### src/shared/usg_pkg.sv
// Shared constants and types for the unattended start guard.
// Assumes a single 20 MHz control clock and pins that are asynchronous to it.
package usg_pkg;

  // ----------------------------------------------------------------
  // Timing
  // ----------------------------------------------------------------
  localparam int CLK_PERIOD_NS = 50;
  // Least time the inputs are watched after power-up before deciding
  localparam int POWERUP_SETTLE_NS = 1000;
  localparam int POWERUP_SETTLE_CYCLES = (POWERUP_SETTLE_NS + CLK_PERIOD_NS - 1) / CLK_PERIOD_NS;

  // ----------------------------------------------------------------
  // Error codes shown on the display path
  // ----------------------------------------------------------------
  localparam logic [7:0] ERR_NONE = 8'h00;
  localparam logic [7:0] ERR_UNDERVOLT = 8'h09;
  localparam logic [7:0] ERR_EXT_TRIP = 8'h0c;
  localparam logic [7:0] ERR_START_GUARD = 8'h0d;

  // ----------------------------------------------------------------
  // Pin group and status group
  // ----------------------------------------------------------------
  typedef struct packed {
    logic run_cmd;
    logic start_guard_input;
    logic trip_clear_terminal;
    logic keypad_stop_reset;
    logic external_trip_input;
    logic undervoltage_input;
  } usg_pins_t;

  localparam int PIN_COUNT = $bits(usg_pins_t);
  localparam usg_pins_t PINS_IDLE = '0;

  typedef struct packed {
    logic drive_on;
    logic alarm;
    logic trip_event;
    logic [7:0] err_code;
  } usg_status_t;

  localparam usg_status_t STATUS_RESET = '0;

  typedef enum logic [2:0] {
    ST_POWERUP = 3'b000,
    ST_STOP = 3'b001,
    ST_RUN = 3'b010,
    ST_GUARD_TRIP = 3'b011,
    ST_EXT_TRIP = 3'b100,
    ST_UV_TRIP = 3'b101
  } usg_state_t;

endpackage : usg_pkg

### src/rtl/usg_sync.sv
// Two-flop synchroniser for the guard's pin group.
// Assumes every bit is an independent level from outside the clock domain.
`timescale 1ns/1ns
module usg_sync #(
  parameter int WIDTH = usg_pkg::PIN_COUNT
) (
  input wire logic clk,
  input wire logic reset_n,
  input wire logic [WIDTH-1:0] async_in,
  output logic [WIDTH-1:0] sync_out
);
  import usg_pkg::*;

  logic [WIDTH-1:0] meta;

  // ----------------------------------------------------------------
  // Per-bit stages
  // ----------------------------------------------------------------
  // Bits cross independently; the guard only looks at single-bit levels and edges
  for (genvar i = 0; i < WIDTH; i++)
  begin : g_bit
    always_ff @(posedge clk or negedge reset_n)
    begin
      if (!reset_n)
      begin
        meta[i] <= 1'b0;
        sync_out[i] <= 1'b0;
      end
      else
      begin
        meta[i] <= async_in[i];
        sync_out[i] <= meta[i];
      end
    end
  end

endmodule : usg_sync

### src/rtl/usg_guard.sv
// Unattended start guard: decides whether the drive output may run after
// power-up, and latches the start-guard, external and undervoltage trips.
// Assumes reset_n is the power-up reset and all pins are asynchronous.
//
// Summary of operation
// [RULE_01] Guard off, run at power-up: run
// [RULE_02] Guard on, run at power-up: trip E13
// [RULE_03] Outside clears trip: run off or reset
// [RULE_04] After run-off clear, fresh run starts
// [RULE_05] Terminal reset with run held: resume
// [RULE_06] Guard still applies after E09 clear
// [RULE_07] Guard input blocks power-up resume
// [RULE_08] Guard off: power-up resumes active run
// [RULE_09] Guarded external trip clear: no restart
// [RULE_10] Guard trip latched until cleared
`timescale 1ns/1ns
module usg_guard #(
  parameter int SETTLE_CYCLES = usg_pkg::POWERUP_SETTLE_CYCLES
) (
  input wire logic clk,
  input wire logic reset_n,
  input wire usg_pkg::usg_pins_t pins,
  output usg_pkg::usg_status_t status,
  output usg_pkg::usg_state_t state
);
  import usg_pkg::*;

  localparam int CNT_W = $clog2(SETTLE_CYCLES + 1);
  localparam logic [CNT_W-1:0] SETTLE_LAST = CNT_W'(SETTLE_CYCLES - 1);
  localparam logic [CNT_W-1:0] CNT_ZERO = '0;
  localparam logic [CNT_W-1:0] CNT_ONE = CNT_W'(1);

  // ----------------------------------------------------------------
  // Pin synchronisation and edge detection
  // ----------------------------------------------------------------
  usg_pins_t pins_s;
  usg_pins_t pins_d;
  logic [PIN_COUNT-1:0] pins_s_vec;

  usg_sync #(
    .WIDTH(PIN_COUNT)
  ) u_sync (
    .clk(clk),
    .reset_n(reset_n),
    .async_in(pins),
    .sync_out(pins_s_vec)
  );

  assign pins_s = usg_pins_t'(pins_s_vec);

  always_ff @(posedge clk or negedge reset_n)
  begin
    if (!reset_n)
    begin
      pins_d <= PINS_IDLE;
    end
    else
    begin
      pins_d <= pins_s;
    end
  end

  wire run_level = pins_s.run_cmd;
  wire guard_level = pins_s.start_guard_input;
  wire run_rise = pins_s.run_cmd & ~pins_d.run_cmd;
  wire run_fall = ~pins_s.run_cmd & pins_d.run_cmd;
  // Terminal reset acts on release, so the output stays off while it is held
  wire term_release = ~pins_s.trip_clear_terminal & pins_d.trip_clear_terminal;
  wire term_held = pins_s.trip_clear_terminal;
  wire key_press = pins_s.keypad_stop_reset & ~pins_d.keypad_stop_reset;
  wire ext_rise = pins_s.external_trip_input & ~pins_d.external_trip_input;
  wire uv_rise = pins_s.undervoltage_input & ~pins_d.undervoltage_input;
  wire manual_reset = term_release | key_press;

  // ----------------------------------------------------------------
  // Power-up settle counter
  // ----------------------------------------------------------------
  // Waits past the synchroniser so the run level seen is the real one
  logic [CNT_W-1:0] settle_cnt;
  logic [CNT_W-1:0] next_settle_cnt;
  wire settle_done = (settle_cnt == SETTLE_LAST);

  assign next_settle_cnt = (state == ST_POWERUP && !settle_done) ? settle_cnt + CNT_ONE
                                                                  : settle_cnt;

  always_ff @(posedge clk or negedge reset_n)
  begin
    if (!reset_n)
    begin
      settle_cnt <= CNT_ZERO;
    end
    else
    begin
      settle_cnt <= next_settle_cnt;
    end
  end

  // ----------------------------------------------------------------
  // Power-up and post-undervoltage decision
  // ----------------------------------------------------------------
  // [RULE_07] Guard blocks resume
  // [RULE_02] Guarded run trips
  // [RULE_01] Unguarded run starts
  // [RULE_08] Active run resumes
  usg_state_t resume_state;
  assign resume_state = !run_level ? ST_STOP :
                        guard_level ? ST_GUARD_TRIP : ST_RUN;

  // [RULE_05] Resume when run held
  usg_state_t cleared_state;
  assign cleared_state = run_level ? ST_RUN : ST_STOP;

  // ----------------------------------------------------------------
  // Sequencer
  // ----------------------------------------------------------------
  usg_state_t next_state;

  always_comb
  begin
    next_state = state;
    case (state)
      ST_POWERUP:
      begin
        if (settle_done)
        begin
          next_state = resume_state;
        end
      end
      ST_STOP:
      begin
        if (uv_rise)
        begin
          next_state = ST_UV_TRIP;
        end
        else if (ext_rise)
        begin
          next_state = ST_EXT_TRIP;
        end
        // [RULE_04] Fresh run starts
        else if (run_rise && !term_held)
        begin
          next_state = ST_RUN;
        end
      end
      ST_RUN:
      begin
        if (uv_rise)
        begin
          next_state = ST_UV_TRIP;
        end
        else if (ext_rise)
        begin
          next_state = ST_EXT_TRIP;
        end
        else if (!run_level)
        begin
          next_state = ST_STOP;
        end
      end
      ST_GUARD_TRIP:
      begin
        // [RULE_10] Latched until cleared
        // [RULE_03] Run off clears
        if (run_fall || !run_level)
        begin
          next_state = ST_STOP;
        end
        // [RULE_03] Reset clears
        else if (manual_reset)
        begin
          next_state = cleared_state;
        end
      end
      ST_EXT_TRIP:
      begin
        if (manual_reset)
        begin
          // [RULE_09] Guarded clear waits
          next_state = guard_level ? ST_STOP : cleared_state;
        end
      end
      ST_UV_TRIP:
      begin
        // [RULE_06] Guard rechecked
        if (manual_reset)
        begin
          next_state = resume_state;
        end
      end
      default:
      begin
        next_state = ST_POWERUP;
      end
    endcase
  end

  always_ff @(posedge clk or negedge reset_n)
  begin
    if (!reset_n)
    begin
      state <= ST_POWERUP;
    end
    else
    begin
      state <= next_state;
    end
  end

  // ----------------------------------------------------------------
  // Status outputs
  // ----------------------------------------------------------------
  wire next_is_trip = (next_state == ST_GUARD_TRIP) || (next_state == ST_EXT_TRIP) ||
                      (next_state == ST_UV_TRIP);
  wire now_is_trip = (state == ST_GUARD_TRIP) || (state == ST_EXT_TRIP) ||
                     (state == ST_UV_TRIP);

  logic [7:0] next_err_code;
  assign next_err_code = (next_state == ST_GUARD_TRIP) ? ERR_START_GUARD :
                         (next_state == ST_EXT_TRIP) ? ERR_EXT_TRIP :
                         (next_state == ST_UV_TRIP) ? ERR_UNDERVOLT : ERR_NONE;

  usg_status_t next_status;
  // Holding the reset terminal keeps the bridge off even in the run state
  assign next_status = '{drive_on: (next_state == ST_RUN) && !term_held,
                         alarm: next_is_trip,
                         trip_event: next_is_trip && !now_is_trip,
                         err_code: next_err_code};

  always_ff @(posedge clk or negedge reset_n)
  begin
    if (!reset_n)
    begin
      status <= STATUS_RESET;
    end
    else
    begin
      status <= next_status;
    end
  end

endmodule : usg_guard

### config.mk
export PLATFORM = sky130hd
export DESIGN_NAME = usg_guard
export DESIGN_NICKNAME = d
export VERILOG_FILES = /design/src/shared/usg_pkg.sv /design/src/rtl/usg_sync.sv /design/src/rtl/usg_guard.sv
export SDC_FILE = /design/constraint.sdc
export NUM_CORES = 1
export LEC_CHECK = 0
export ABC_AREA = 1
export ABC_CLOCK_PERIOD_IN_PS = 2000
export BUFFER_PORTS_ARGS = -buffer_cell sky130_fd_sc_hd__buf_4
export CAP_MARGIN = 20
export CORE_MARGIN = 5
export CORE_UTILIZATION = 57
export CTS_BUF_LIST = sky130_fd_sc_hd__clkbuf_4
export CTS_CLUSTER_SIZE = 25
export DETAILED_ROUTE_END_ITERATION = 8
export GPL_ROUTABILITY_DRIVEN = 0
export PLACE_DENSITY = 0.81
export SYNTH_ARGS = -nofsm -noshare
export SYNTH_HDL_FRONTEND = slang
export SYNTH_SLANG_ARGS = --single-unit
export TNS_END_PERCENT = 10
### constraint.sdc
create_clock -name clk -period 2 [get_ports clk]
set_clock_uncertainty 0.2 [all_clocks]
set_input_delay 0.4 -clock clk [delete_from_list [all_inputs] [get_ports clk]]
set_output_delay 0.4 -clock clk [all_outputs]
set_load 0.05 [all_outputs]
==> flow_summary.json <==
{
  "core_area_sq_mm": 0.00219,
  "setup_ws_ns": 0.291,
  "area_growth_pct": 20.2,
  "cts.repair.resized": 0,
  "rrSetupSlack_ns": 0.29,
  "fin_crit_sh_pct": 85.5,
  "fin_hold_ws_ns": 0.159,
  "cts_root_buf": "clkbuf_4",
  "ys_seq_elements": 31,
  "grt_busiest_layer": "met2",
  "r2r_start": "settle_cnt[0]",
  "synth_ff_type": "dfrtp_1",
  "rr_endpoint": "settle_cnt[4]",
  "gr-total-overflow": 0,
  "place_inst": 176,
  "synth_edf_count": 0,
  "netlist_top_cells_count": "nand2_1 (33), dfrtp_1 (31), inv_1 (12), nor2_1 (12), nand3_1 (9)",
  "grt_max_degree": 32,
  "syn_area_per_cell_sq_um": 9.71,
  "antenna_found_initial": 0,
  "ys_warn_count": 0,
  "cts.sinks": 31,
  "std_cell_rows": 17,
  "dp_hpwl_mm": 1.69,
  "vdd_ir_drop_max_uv": 1100,
  "met3_usage_pct": 9.28,
  "slew_viol_final": 0,
  "grt_usage_pct": 16.8,
  "post-place-ws_ns": 0.303,
  "start_util_pct": 58.9,
  "async_flop_share_pct": 100,
  "crit_path_start_kind": "flip-flop",
  "synth_area_leaders": "dfrtp_1 (60%), nand2_1 (9.6%), nand3_1 (3.5%), inv_1 (3.5%), nor2_1 (3.5%)",
  "path_max_fanout": 4,
  "num_antenna_cells": 0,
  "drive_above_1_share_pct": 23.3,
  "rsz0062_at_grt": "false",
  "tritoncts": "yes",
  "numCtsBuffers": 5,
  "first_global_vias": 908,
  "remaining_drc_errors": 0,
  "fin_util_pct": 70.8,
  "reg2regPathDepth": 8,
  "fin_crit_ns": 1.71,
  "worstSetupStartpoint": "settle_cnt[0]",
  "grt_pass1_wl_mm": 4.04,
  "required_ns": 2.02,
  "yosysMostFrequentCell": "nand2_1",
  "htreeDepth": 2,
  "crit_type": "reg -> reg",
  "worst_setup_path_end_kind": "flip-flop",
  "fmax_mhz": 585,
  "die_h_um": 57.6,
  "cap_violations": 0,
  "crit_arrival_ns": 1.73,
  "synth_top_area_share_pct": 60.1,
  "use_met2_pct": 25.0,
  "hold_path_class": "reg -> reg",
  "firstDrtPassIters": 4,
  "p_leak_nw": 0.832,
  "synth_top_area_cell": "dfrtp_1",
  "drt-initial-drc-count": 13,
  "crit_end": "settle_cnt[4]",
  "setup_viol": 0,
  "die-area_sq_mm": 0.00332,
  "power.density_mw_per_mm2": 1340,
  "fin_nets": 171,
  "detail_route.vias_per_cell": 4.99,
  "clk_pin_slew_worst_paths_ns": 0.10,
  "layout.cells.non_filler": 191,
  "syn_inst": 133,
  "yosysUniqueCellTypes": 25,
  "vias": 954,
  "die_w_um": 57.6,
  "insertion_delay_ns": 0.33,
  "wl_per_cell_um": 12.1,
  "yosysSeqAreaShare_pct": 60.1,
  "hold_viol_final": 0,
  "cts_setup_buffers": 0,
  "tns_ns": 0,
  "status": "completed",
  "cts_buffer_depth": 2,
  "io_pins": 22,
  "portBuffers": 16,
  "postRouteAntennaNets": 0,
  "netlist_area_sq_mm": 0.00129,
  "wirelength_mm": 2.32,
  "use_met1_pct": 18.8
}
cells by family after synthesis:
family | count (synthesis) | synth area share [%]
XOR/XNOR | 4 | 2.71
buffers and inverters | 22 | 7.85
adder cells (fa/ha/maj) | 1 | 0.969
AND/OR/NAND/NOR | 66 | 23.9
other | 1 | 0.290
AO/OA/AOI/OAI | 7 | 3.29
flip-flops | 31 | 60.1
multiplexers | 1 | 0.872
state kept, by name (all words and copies together) (netlist names):
register,flops
state,3
u_sync.sync_out,6
pins_d,5
settle_cnt,5
status,6
u_sync.meta,6
worst min-delay path by stage:
stage	cells past startpoint	slack (ns)	from	endpoint
4_1_cts	0	0.16	u_sync.meta[4]	u_sync.sync_out[4]
2_1_floorplan	0	-0.1	reset_n	pins_d[0]
3_5_place_dp	0	0.14	u_sync.meta[5]	u_sync.sync_out[5]
3_3_place_gp	0	0.13	u_sync.meta[2]	u_sync.sync_out[2]
6_report	0	0.16	u_sync.meta[0]	u_sync.sync_out[0]
5_1_grt	0	0.17	u_sync.meta[4]	u_sync.sync_out[4]
power breakdown:
group | internal [mW] | total (mW) | switching [mW] | leakage (nW)
Sequential | 0.723 | 0.801 | 0.0781 | 0.367
Combinational | 0.276 | 0.927 | 0.652 | 0.438
Clock | 0.134 | 0.352 | 0.218 | 0.0272
Total | 1.13 | 2.08 | 0.948 | 0.832
cell type report:
class                           instances  area, sq um
Tap cell                               28         35.0
Fill cell                             165          639
Clock inverter                          3         20.0
Timing Repair Buffer                   23          190
Clock buffer                            5         37.5
Multi-Input combinational cell         84          429
Inverter                               17         63.8
Sequential cell                        31          776
layer usage:
metal  vias up  wire length [um]
li1        463                 -
met1       452               914
met2        31              1170
met3         8               159
met4         0                72
met5         -                 0
worst max-delay path, cell delays in order, from the launching register on:
cell     delay (ns)
dfrtp_1        0.43
ha_1           0.23
inv_1          0.08
nor2_1         0.05
nand2_1        0.07
nand2_1        0.12
nor2_1         0.17
nand3_1        0.10
xor2_1         0.15
per-stage QoR:
step	total power, mW	instance area [sq um]
floorplan	1.49	1310
global placement	1.69	1420
detailed placement	1.73	1420
CTS	2.11	1550
global route	2.22	1550
finish	2.08	1550
cells in the final DEF (no fill, tap or decap), drive strengths merged:
| cell | instances |
|---|---|
| or2 | 1 |
| ha | 1 |
| buf | 16 |
| conb | 5 |
| o221ai | 1 |
| nand3 | 9 |
| o21ai | 3 |
| nand4 | 3 |
| xnor2 | 1 |
| nor3 | 1 |
| a21oi | 3 |
| dfrtp | 31 |
| clkinv | 1 |
| mux2 | 1 |
| inv | 17 |
| xor2 | 3 |
| nand2 | 37 |
| nor3b | 1 |
| nor2 | 14 |
| dlygate4sd3 | 7 |
| clkinvlp | 2 |
| clkbuf | 5 |
repair_timing:
action	4_1_cts	5_1_grt
endpoints found under the setup margin	0	0
endpoints found under the hold margin	37	0
hold buffers	7	0
(Power assumes the default switching activity.)
